`config.mk`:
```
export PLATFORM = sky130hd
export DESIGN_NAME = serial_memory_read_path
export DESIGN_NICKNAME = d
export VERILOG_FILES = /design/src/common/serial_mem_pkg.sv /design/src/rtl/sync_edge.sv /design/src/rtl/serial_memory_read_path.sv
export SDC_FILE = /design/constraint.sdc
export NUM_CORES = 1
export LEC_CHECK = 0
export BUFFER_PORTS_ARGS = -buffer_cell sky130_fd_sc_hd__buf_4
export CORE_ASPECT_RATIO = 1.75
export CORE_MARGIN = 2
export CORE_UTILIZATION = 56
export CTS_BUF_LIST = sky130_fd_sc_hd__clkbuf_4
export CTS_CLUSTER_SIZE = 8
export DETAILED_ROUTE_END_ITERATION = 10
export GPL_ROUTABILITY_DRIVEN = 0
export GPL_TIMING_DRIVEN = 0
export PLACE_DENSITY_LB_ADDON = 0.3
export SYNTH_ARGS = -nofsm -noshare
export SYNTH_HDL_FRONTEND = slang
export SYNTH_SLANG_ARGS = --single-unit
export TNS_END_PERCENT = 50
```
`constraint.sdc`:
```
create_clock -name clk -period 3.01 [get_ports clk]
set_input_delay 0.301 -clock clk [delete_from_list [all_inputs] [get_ports clk]]
set_output_delay 0.301 -clock clk [all_outputs]
set_load 0.03 [all_outputs]
```
`src/common/serial_mem_pkg.sv`:
```
/*
 * shared constants and carrier types for the serial memory read path.
 * assumes a byte-wide memory of 2**13 locations behind a two-wire bus.
 */
package serial_mem_pkg;

    // ==========================================================
    // address latch and row layout
    localparam int          ADDR_W      = 13;          // internal address latch width
    localparam int          ADDR_HI_W   = 5;           // bits carried by first address byte
    localparam int          ROW_LSB     = 3;           // 8-byte rows, 64 bits each
    localparam int          ROW_W       = ADDR_W - ROW_LSB;
    localparam int          SEL_W       = 3;           // device-select pin count

    // ==========================================================
    // bit positions inside the target address byte
    localparam int          RW_BIT      = 0;
    localparam int          SEL_LSB     = 1;
    localparam int          TYPE_LSB    = 4;

    // ==========================================================
    // byte framing
    localparam logic [3:0]  BIT_ZERO    = 4'h0;
    localparam logic [3:0]  BIT_ONE     = 4'h1;
    localparam logic [3:0]  BIT_LAST    = 4'h7;
    localparam logic [3:0]  BIT_FULL    = 4'h8;
    localparam logic [ADDR_W-1:0] ADDR_STEP = 13'h0001;
    localparam logic [ADDR_W-1:0] ADDR_RST  = 13'h0000;

    // ==========================================================
    // bus sequencer states
    typedef enum logic [2:0] {
        ST_IDLE,
        ST_DEV,
        ST_AHI,
        ST_ALO,
        ST_TX,
        ST_SKIP
    } state_type;

    // read request towards the memory array
    typedef struct packed {
        logic              rd;
        logic [ADDR_W-1:0] addr;
    } mem_req_type;

    // one endurance cycle charged to a row
    typedef struct packed {
        logic              valid;
        logic [ROW_W-1:0]  row;
    } row_touch_type;

endpackage : serial_mem_pkg

```
`src/rtl/sync_edge.sv`:
```
/*
 * two-flop synchroniser with edge detection for a group of pins.
 * assumes inputs are asynchronous to clk; edges are found one stage later.
 */
`timescale 1ns/100ps
`default_nettype none

module sync_edge #(
    parameter int               WIDTH     = 2,                // number of pins
    parameter logic [WIDTH-1:0] RESET_VAL = '0                // level assumed at reset
) (
    input  wire logic             clk,                        // system clock
    input  wire logic             rst,                        // async reset, high
    input  wire logic [WIDTH-1:0] din,                        // raw pin levels
    output logic      [WIDTH-1:0] level,                      // synchronised level
    output logic      [WIDTH-1:0] rise,                       // one-cycle rising edge
    output logic      [WIDTH-1:0] fall                        // one-cycle falling edge
);

    // an empty pin group leaves nothing to synchronise
    if (WIDTH < 1)
    begin : g_width_check
        $error("sync_edge WIDTH must be at least one");
    end

    // ==========================================================
    // stage registers
    logic [WIDTH-1:0] meta_q;
    logic [WIDTH-1:0] meta_d;
    logic [WIDTH-1:0] sync_q;
    logic [WIDTH-1:0] sync_d;
    logic [WIDTH-1:0] prev_q;
    logic [WIDTH-1:0] prev_d;

    // next values: the first stage feeds only the second
    always_comb
    begin
        meta_d = din;
        sync_d = meta_q;
        prev_d = sync_q;
    end

    // registers only
    always_ff @(posedge clk or posedge rst)
    begin
        if (rst)
        begin
            meta_q <= RESET_VAL;
            sync_q <= RESET_VAL;
            prev_q <= RESET_VAL;
        end
        else
        begin
            meta_q <= meta_d;
            sync_q <= sync_d;
            prev_q <= prev_d;
        end
    end

    // edges compare the two settled stages
    assign level = sync_q;
    assign rise  = sync_q & ~prev_q;
    assign fall  = ~sync_q & prev_q;

endmodule : sync_edge

`default_nettype wire

```
`src/rtl/serial_memory_read_path.sv`:
```
/*
 * read path of a two-wire serial memory target: target address match and
 * address load, current-address and sequential reads, row endurance events.
 * assumes mem_rdata answers one clk after a read request, and a bus clock
 * far slower than clk so every edge is seen.
 */
`timescale 1ns/100ps
`default_nettype none

module serial_memory_read_path #(
    parameter logic [3:0] DEVICE_TYPE = 4'h5                  // arbitrary device-type code
) (
    input  wire logic                                  clk,                // 200 MHz clock
    input  wire logic                                  rst,                // async reset, high
    input  wire logic                                  scl_i,              // bus clock pin
    input  wire logic                                  sda_i,              // data pin level
    output logic                                       sda_o,              // data pin drive value
    output logic                                       sda_oe_n,           // low while driving
    input  wire logic [serial_mem_pkg::SEL_W-1:0]      device_select_pins, // select straps
    output serial_mem_pkg::mem_req_type                mem_req,            // array read
    input  wire logic [7:0]                            mem_rdata,          // array data
    output serial_mem_pkg::row_touch_type              row_touch           // endurance event
);
    import serial_mem_pkg::*;
    // ==========================================================
    // pin synchronisers
    logic [1:0]       bus_lvl;
    logic [1:0]       bus_rise;
    logic [1:0]       bus_fall;
    logic [SEL_W-1:0] sel_lvl;

    sync_edge #(
        .WIDTH     (2),
        .RESET_VAL (2'h3)
    ) u_bus_sync (
        .clk   (clk),
        .rst   (rst),
        .din   ({scl_i, sda_i}),
        .level (bus_lvl),
        .rise  (bus_rise),
        .fall  (bus_fall)
    );
    sync_edge #(
        .WIDTH     (SEL_W),
        .RESET_VAL ('0)
    ) u_sel_sync (
        .clk   (clk),
        .rst   (rst),
        .din   (device_select_pins),
        .level (sel_lvl),
        .rise  (),
        .fall  ()
    );
    // bus events; start and stop are sda edges while scl is high
    logic scl_rise;
    logic scl_fall;
    logic bus_start;
    logic bus_stop;
    assign scl_rise  = bus_rise[1];
    assign scl_fall  = bus_fall[1];
    assign bus_start = bus_fall[0] & bus_lvl[1];
    assign bus_stop  = bus_rise[0] & bus_lvl[1];

    // address byte match against type code and select pins
    function automatic logic addr_match(input logic [7:0] b, input logic [SEL_W-1:0] sel);
        addr_match = (b[7:TYPE_LSB] == DEVICE_TYPE) && (b[TYPE_LSB-1:SEL_LSB] == sel);
    endfunction : addr_match
    // ==========================================================
    // sequencer state
    state_type         state_q,  state_d;
    logic [3:0]        cnt_q,    cnt_d;      // bits moved in current byte
    logic              ack_q,    ack_d;      // in the ninth-clock slot
    logic              take_q,   take_d;     // byte accepted, ack due
    logic              more_q,   more_d;     // master acked a read byte
    logic              rw_q,     rw_d;       // read requested
    logic [7:0]        sh_q,     sh_d;       // shift register
    logic [ADDR_W-1:0] addr_q,   addr_d;     // internal address latch
    logic [7:0]        rdat_q,   rdat_d;     // prefetched byte
    logic              pend_q,   pend_d;     // array answer due
    logic              oen_q,    oen_d;      // registered output enable
    mem_req_type       req_q,    req_d;
    row_touch_type     touch_q,  touch_d;
    // next-state computation for the whole bus sequencer
    always_comb
    begin
        state_d = state_q;
        cnt_d   = cnt_q;
        ack_d   = ack_q;
        take_d  = take_q;
        more_d  = more_q;
        rw_d    = rw_q;
        sh_d    = sh_q;
        addr_d  = addr_q;
        oen_d   = oen_q;
        pend_d  = req_q.rd;
        rdat_d  = pend_q ? mem_rdata : rdat_q;
        req_d   = '{rd: 1'b0, addr: addr_q};
        touch_d = '{valid: 1'b0, row: addr_q[ADDR_W-1:ROW_LSB]};
        // start anywhere, even in ack slot
        if (bus_start)
        begin
            state_d = ST_DEV;
            cnt_d   = BIT_ZERO;
            ack_d   = 1'b0;
            take_d  = 1'b0;
            more_d  = 1'b0;
            oen_d   = 1'b1;
        end
        // stop releases the line and ends
        else if (bus_stop)
        begin
            state_d = ST_IDLE;
            ack_d   = 1'b0;
            oen_d   = 1'b1;
        end
        else
        begin
            unique case (state_q)
                ST_IDLE, ST_SKIP:
                begin
                    oen_d = 1'b1;
                end
                ST_DEV, ST_AHI, ST_ALO:
                begin
                    if (scl_rise && !ack_q && cnt_q != BIT_FULL)
                    begin
                        sh_d  = {sh_q[6:0], bus_lvl[0]};
                        cnt_d = cnt_q + BIT_ONE;
                        if (cnt_q == BIT_LAST)
                        begin
                            take_d = 1'b1;
                            if (state_q == ST_DEV && !addr_match(sh_d, sel_lvl))
                            begin
                                state_d = ST_SKIP;
                                take_d  = 1'b0;
                            end
                            // fetch at once for next clock
                            else if (state_q == ST_DEV)
                            begin
                                rw_d          = sh_d[RW_BIT];
                                req_d.rd      = sh_d[RW_BIT];
                                touch_d.valid = sh_d[RW_BIT];
                            end
                            else if (state_q == ST_AHI)
                            begin
                                addr_d[ADDR_W-1:ADDR_W-ADDR_HI_W] = sh_d[ADDR_HI_W-1:0];
                            end
                            else
                            begin
                                addr_d[7:0] = sh_d;
                            end
                        end
                    end
                    // ack by pulling the line low
                    else if (scl_fall && take_q)
                    begin
                        take_d = 1'b0;
                        ack_d  = 1'b1;
                        oen_d  = 1'b0;
                    end
                    else if (scl_fall && ack_q)
                    begin
                        ack_d = 1'b0;
                        cnt_d = BIT_ZERO;
                        oen_d = 1'b1;
                        if (state_q == ST_DEV && rw_q)
                        begin
                            // read from the latch as loaded
                            state_d = ST_TX;
                            sh_d    = rdat_q;
                            oen_d   = rdat_q[7];
                            cnt_d   = BIT_ONE;
                        end
                        // write direction goes to address bytes
                        else if (state_q != ST_ALO)
                        begin
                            state_d = (state_q == ST_DEV) ? ST_AHI : ST_ALO;
                        end
                        // write data is not served here
                        else
                        begin
                            state_d = ST_SKIP;
                        end
                    end
                end
                ST_TX:
                begin
                    if (scl_fall && !ack_q && cnt_q != BIT_FULL)
                    begin
                        sh_d  = {sh_q[6:0], 1'b0};
                        oen_d = sh_q[6];
                        cnt_d = cnt_q + BIT_ONE;
                    end
                    // step just before the ack slot
                    else if (scl_fall && !ack_q)
                    begin
                        addr_d = addr_q + ADDR_STEP;
                        oen_d  = 1'b1;
                        ack_d  = 1'b1;
                        more_d = 1'b0;
                    end
                    // ack asks for the next byte
                    else if (scl_rise && ack_q && !bus_lvl[0])
                    begin
                        more_d        = 1'b1;
                        req_d.rd      = 1'b1;
                        touch_d.valid = 1'b1;
                    end
                    // nack ends, stop or start follows
                    else if (scl_rise && ack_q)
                    begin
                        state_d = ST_SKIP;
                        ack_d   = 1'b0;
                    end
                    else if (scl_fall && ack_q && more_q)
                    begin
                        ack_d = 1'b0;
                        sh_d  = rdat_q;
                        oen_d = rdat_q[7];
                        cnt_d = BIT_ONE;
                    end
                end
                default:
                begin
                    state_d = ST_IDLE;
                    oen_d   = 1'b1;
                end
            endcase
        end
    end

    // ==========================================================
    // registers only; the latch survives everything but reset
    always_ff @(posedge clk or posedge rst)
    begin
        if (rst)
        begin
            state_q <= ST_IDLE;
            cnt_q   <= BIT_ZERO;
            ack_q   <= 1'b0;
            take_q  <= 1'b0;
            more_q  <= 1'b0;
            rw_q    <= 1'b0;
            sh_q    <= 8'h00;
            addr_q  <= ADDR_RST;
            rdat_q  <= 8'h00;
            pend_q  <= 1'b0;
            oen_q   <= 1'b1;
            req_q   <= '0;
            touch_q <= '0;
        end
        else
        begin
            state_q <= state_d;
            cnt_q   <= cnt_d;
            ack_q   <= ack_d;
            take_q  <= take_d;
            more_q  <= more_d;
            rw_q    <= rw_d;
            sh_q    <= sh_d;
            addr_q  <= addr_d;
            rdat_q  <= rdat_d;
            pend_q  <= pend_d;
            oen_q   <= oen_d;
            req_q   <= req_d;
            touch_q <= touch_d;
        end
    end

    // open drain: only ever pulls low
    assign sda_o     = 1'b0;
    assign sda_oe_n  = oen_q;
    assign mem_req   = req_q;
    assign row_touch = touch_q;
endmodule : serial_memory_read_path

`default_nettype wire

```
==> reports/metrics.cfg, run 1 <==
[status]
outcome = completed

[clocking]
htreeDepth = 3
clockRootBuffer = clkbuf_4
clk_pin_slew_worst_paths_ps = 100
post_cts_resized = 0
cts_tree = done
cts.sinks = 67
insertion_delay_ps = 440
postCtsSetupBuffers = 0
cts_buffers = 9
clock_path_buffers = 2

[synth]
syn-cell-area_um2 = 3500
yosys_most_used_dff = dfrtp_1
synthDistinctLibCells = 72
synth-compound-area-share_pct = 17.1
synth_xor_area_share_pct = 1.00
synth_area_leaders = dfrtp_1 43%, dfstp_2 5.3%, mux2_4 3.4%
synth_fp_nets = 345
ys_async_sr_fraction_pct = 100
synth_edf_count = 0
synth_top_area_cell = dfrtp_1
ys_ff_latch = 67
synth_top_family_by_area = simple AND/OR/NAND/NOR gates
synthCells = 327
yosysSeqAreaShare_pct = 48.2
yosys_warnings = 0
netlist.area_leader.share_pct = 42.9
synth_simple_gate_area_share_pct = 17.3
syn_avg_cell_area_um2 = 10.7
synthAdderAreaFrac_pct = 1.07
synthMuxAreaShare_pct = 9.12

[timing]
final-max-slew-violation-count = 0
fin_setup_tns_ps = 0
max_slew_margin_pct = 38.0
period_share_pct = 86.8
rsz0062_at_grt = no
fmax_ghz = 0.383
period_minus_slack_ps = 2610
setup_slack_ps = 398
setup_viol = 0
tightest_slew_ps = 923
skew_ps = 8.17
hold_violations = 0

[min_path]
hp-class = in2reg
whs_path_depth = 2

[die]
dieArea_um2 = 6920
core-area_um2 = 6130
rows = 38
num_io_pins = 42
chipWidth_um = 63.7
die_h_um = 109
initial_utilization_pct = 57.0

[power]
ir_drop_mv = 0.341
leakagePower_uw = 0.00189
p_per_area_nw_per_um2 = 534

[drt]
avgRoutedWirePerCell_um = 16.5
drc = 0
wl_mm = 7.76
detail_route.vias_per_cell = 5.83
firstDrtPassIters = 4
ant_nets = 0
initialDrtViolationCount = 210
vias = 2739

[global_routing]
grt_pass1_wl_mm = 13.1
grt_pass1_vias = 2747
overflow = 0
antenna_found_initial = 0
grt_max_degree = 35
grtUsageTotal_pct = 25.4

[placed_design]
dp_hpwl_mm = 5.82
io_buffers = 40
place_ws_ps = 435

[layout]
layout.nets = 403
final_cell_mix = 60 x dfrtp_1, 54 x buf_4, 31 x nand2_1
utilization_pct = 67.0
area_delta_synth_final_pct = 17.5
nFillCells = 485
multi_input_area_um2 = 1600
antenna_cells = 0
final_common_cell = dfrtp_1
seq_area_um2 = 1690
drive_gt1_share_pct = 31.0

[critical_path]
worst-path-buf-inv = 1
path_class = reg2reg
crit_chain = or3b_1 > buf_4 > mux2i_1 > nor3_1 > mux2_1 > mux2_4
r2r_cells = 6
startpoint_type = flop
end_kind = flop
path_max_fanout = 5
cp_top_family = simple AND/OR/NAND/NOR gates
slowest_stage = nor3_1
max_stage_delay_ps = 710
cp.arrival_ps = 2940
cp.required_ps = 3340
cp.depth = 6

[flow_run]
drv_cap = 0

==> timing repair <==
item,4_1_cts,5_1_grt
endpoints found under the hold margin,35,0
setup endpoints to repair,0,0
hold buffers,6,0
==> state kept, by name (all words and copies together) (netlist names), 3 cells and up <==
register / flops
sh_q: 7
mem_req: 4
cnt_q: 4
u_sel_sync.meta_q: 3
row_touch: 10
addr_q: 13
u_sel_sync.level: 3
state_q: 3
rdat_q: 8
==> area by class of cell <==
class                           instances  area share, %
Multi-Input combinational cell        222           38.9
Timing Repair Buffer                   47           9.25
Tap cell                               80           2.44
Clock inverter                          6           1.37
Inverter                                8          0.731
Buffer                                 30           4.51
Clock buffer                           10           1.83
Sequential cell                        67           41.0
==> power by group <==
part / switching, µW / total (µW) / internal, µW
clock: 318 / 572 / 254
sequential: 56.6 / 1010 / 950
combinational: 368 / 615 / 247
total: 743 / 2190 / 1450
==> Yosys cell counts (4+ instances only) <==
| cell | instances |
|---|---|
| dfrtp_1 | 60 |
| o21ai_0 | 13 |
| a21oi_2 | 4 |
| buf_2 | 4 |
| nand3b_1 | 4 |
| nand2_1 | 31 |
| mux2_4 | 8 |
| clkbuf_1 | 10 |
| inv_1 | 8 |
| o22a_1 | 5 |
| mux2_2 | 10 |
| nor2_1 | 21 |
| a31oi_1 | 5 |
| a21oi_1 | 19 |
| mux2_1 | 5 |
| nor3_1 | 6 |
| buf_4 | 14 |
| o211ai_1 | 4 |
| nand3_1 | 8 |
| nor2b_1 | 4 |
| dfstp_2 | 7 |
==> worst paths after layout <==
kind	to	from	slack, ps
min in group asynchronous	pend_q	rst	530
max reg2reg	sh_q[3]	state_q[1]	400
min reg2reg	u_sel_sync.level[1]	u_sel_sync.meta_q[1]	360
max	sh_q[3]	state_q[1]	400
min	rdat_q[3]	mem_rdata[3]	90
max in group asynchronous	u_bus_sync.prev_q[1]	rst	1800
==> cell families (layout without fill, tap and decap cells) <==
logic type | Yosys count | count (layout)
and+or+nand+nor | 106 | 106
AOI/OAI and AO/OA | 82 | 82
DFF | 67 | 67
buffers and inverters | 38 | 101
muxes | 26 | 26
xor gates and xnor gates | 4 | 4
adders and majority gates | 3 | 3
other | 1 | 1
==> stage by stage <==
step / std cells / power [µW] / cell area (µm²) / hold slack [ps]
final: 470 / 2190 / 4110 / 89.3
after global routing: 470 / 2320 / 4110 / 72.9
after CTS: 470 / 2200 / 4110 / 60.9
after detailed placement: 448 / 1620 / 3920 / 343
after global placement: 447 / 1600 / 3900 / 332
after floorplan: 327 / 1470 / 3500 / 305
==> per-layer routing <==
metal | wire (µm) | track usage [%] | up-vias | share of wire (%)
li1 | - | - | 1288 | -
met1 | 2750 | 25.2 | 1322 | 35
met2 | 4340 | 46.1 | 103 | 56
met3 | 331 | 6.24 | 26 | 4.3
met4 | 333 | 16.8 | 0 | 4.3
met5 | 0 | 0 | - | 0
Note: power is estimated with default switching activity, not from simulation.
==> run 2: changes to the inputs <==
--- a/config.mk
+++ b/config.mk
@@ -7,7 +7,7 @@
 export LEC_CHECK = 0
 export BUFFER_PORTS_ARGS = -buffer_cell sky130_fd_sc_hd__buf_4
 export CORE_ASPECT_RATIO = 1.75
-export CORE_MARGIN = 2
+export CORE_MARGIN = 1
 export CORE_UTILIZATION = 56
 export CTS_BUF_LIST = sky130_fd_sc_hd__clkbuf_4
 export CTS_CLUSTER_SIZE = 8
==> run 2 against run 1 <==
Against the previous run: final cell count fell by 0.64%; global-route usage rose by 2.0 points; hold slack got worse by 81 ps; sequential power barely moved; power rose by 4.3%; clock-buffer cell count rose by 1.
==> reports/metrics.cfg, run 2 (synthesized netlist as in run 1, its figures left out) <==
[status]
outcome = completed

[layout]
final_common_cell = dfrtp_1
fin_area_um2 = 4130  ; +0.40%
utilization_pct = 69.1  ; +2.1 points
stdcell_count = 467  ; -0.64%
antenna_cells = 0  ; unchanged
top_register = addr_q
largest_register_ffs = 13  ; unchanged
area_delta_synth_final_pct = 18.0
drive_gt1_share_pct = 31.6  ; +0.59 points
layout.nets = 402  ; -0.25%
final_cell_mix = 60 x dfrtp_1, 54 x buf_4, 31 x nand2_1

[timing]
fin_worst_hold_slack_ps = 8.22  ; -81.1 ps
fin_setup_tns_ps = 0  ; unchanged
fmax_ghz = 0.382  ; -0.26%
max_slew_margin_pct = 36.2  ; -1.8 points
setup_viol = 0  ; unchanged
period_share_pct = 87.0  ; +0.22 points
final-max-slew-violation-count = 0  ; unchanged
hold_violations = 0  ; unchanged
tightest_slew_ps = 949  ; +26.6 ps
skew_ps = 12.9  ; +4.77 ps
rsz0062_at_grt = no
period_minus_slack_ps = 2620  ; +6.71 ps

[critical_path]
slowest_stage = nor3_1
startpoint_type = flop
cp_top_family = simple AND/OR/NAND/NOR gates
end_kind = flop
path_class = reg2reg
r2r_slack_ps = 390  ; about the same
crit_chain = or3b_1 > buf_4 > mux2i_1 > nor3_1 > mux2_1 > mux2_4
max_stage_delay_ps = 730  ; +20 ps
cp.arrival_ps = 2950  ; about the same
cp.required_ps = 3350  ; about the same
worst-path-buf-inv = 1  ; unchanged
path_max_fanout = 5  ; unchanged

[power]
clockPowerShare_pct = 29.2  ; +3.1 points
netSwitchingPower_uw = 740  ; -0.40%
leakagePower_uw = 0.00191  ; +1.0%
p_int_uw = 1550  ; +6.7%
power_frac_seq_pct = 44.0  ; -1.9 points
sw_frac_of_total_pct = 32.3  ; -1.5 points
ir_drop_mv = 0.391  ; +15%
combPwrFrac_pct = 26.8  ; -1.3 points
p_per_area_nw_per_um2 = 554  ; +3.9%

[drt]
vias = 2776  ; +1.4%
avgRoutedWirePerCell_um = 16.4  ; -0.56%
wl_mm = 7.67  ; -1.2%
initialDrtViolationCount = 122  ; -42%
ant_nets = 0  ; unchanged
detail_route.vias_per_cell = 5.94  ; +2.0%
firstDrtPassIters = 5  ; +1
drc = 0  ; unchanged

[placed_design]
dp_hpwl_mm = 5.76  ; -1.1%
io_buffers = 40  ; unchanged
dp.cells = 446  ; -0.45%
placed_cell_area_um2 = 3920  ; about the same

[clocking]
clk_pin_slew_worst_paths_ps = 110  ; about the same
post_cts_resized = 0  ; unchanged
postCtsSetupBuffers = 0  ; unchanged
cts.sinks = 67  ; unchanged
cts_buffers = 9  ; unchanged
cts-hold-fix-buffers = 5  ; -1
cts_tree = done
htreeDepth = 3  ; unchanged
insertion_delay_ps = 440  ; about the same
clockRootBuffer = clkbuf_4
clock_path_buffers = 2  ; unchanged

[die]
num_io_pins = 42  ; unchanged
chipWidth_um = 61.7  ; -3.1%
rows = 37  ; -2.6%
die_h_um = 107  ; -1.8%
initial_utilization_pct = 58.6  ; +1.5 points
dieArea_um2 = 6580  ; -4.9%
core-area_um2 = 5970  ; -2.6%

[min_path]
hp-class = in2async

[global_routing]
antenna_found_initial = 0  ; unchanged
grt_pass1_wl_mm = 12.8  ; -2.4%
grt_max_degree = 40  ; +14%
overflow = 0  ; unchanged
grtUsageTotal_pct = 27.4  ; +2.0 points
grt_pass1_vias = 2778  ; +1.1%

[flow_run]
drv_cap = 0  ; unchanged

## run 2: changes by cell type in the layout (fill, tap and decap cells not counted)
cell / delta
clkbuf_4: +1
clkinv_4: +1
dlygate4sd3_1: -1
clkinv_2: +1
clkinvlp_4: -2
clkinv_1: -2
bufinv_16: +1
## run 2: path summary, 6_finish.rpt
check | depth (start not counted) | from | to
worst max register to register | 6 | state_q[1] | sh_q[3]
min in group clk | 2 | mem_rdata[5] | rdat_q[5]
worst max-delay path | 6 | state_q[1] | sh_q[3]
worst min-delay path | 2 | rst | pend_q
max in group asynchronous | 3 | rst | sda_oe_n
worst min register to register | 0 | u_sel_sync.meta_q[1] | u_sel_sync.level[1]
## run 2: routing by layer
layer | track usage [%] | vias up | part of all wire (%)
li1 | - | 1288 | -
met4 | 21.0 | 0 | 6.3
met1 | 26.6 | 1324 | 35
met2 | 46.5 | 125 | 54
met5 | 0 | - | 0
met3 | 6.69 | 39 | 4.7
## run 2: layout make-up
cell class | count | area, µm²
buffer | 30 | 185
tap | 78 | 97.6
clock buffer | 11 | 82.6
fill | 462 | 1850
inverter | 8 | 30.0
sequential | 67 | 1690
timing repair buffer | 46 | 370
multi-input combinational | 222 | 1600
clock inverter | 5 | 77.6
## run 2: power groups by stage
stage	Clock, µW	Combinational, µW	Sequential [µW]
after floorplan	0	456	1010
after global placement	0	577	1020
after detailed placement	0	596	1020
after CTS	683	604	1000
after global routing	720	668	1010
final	668	614	1010
## run 2: metrics by stage
step	setup WS (ps)	power [µW]
floorplan	859	1470
global placement	308	1590
detailed placement	430	1620
CTS	416	2290
global route	285	2400
finish	391	2290
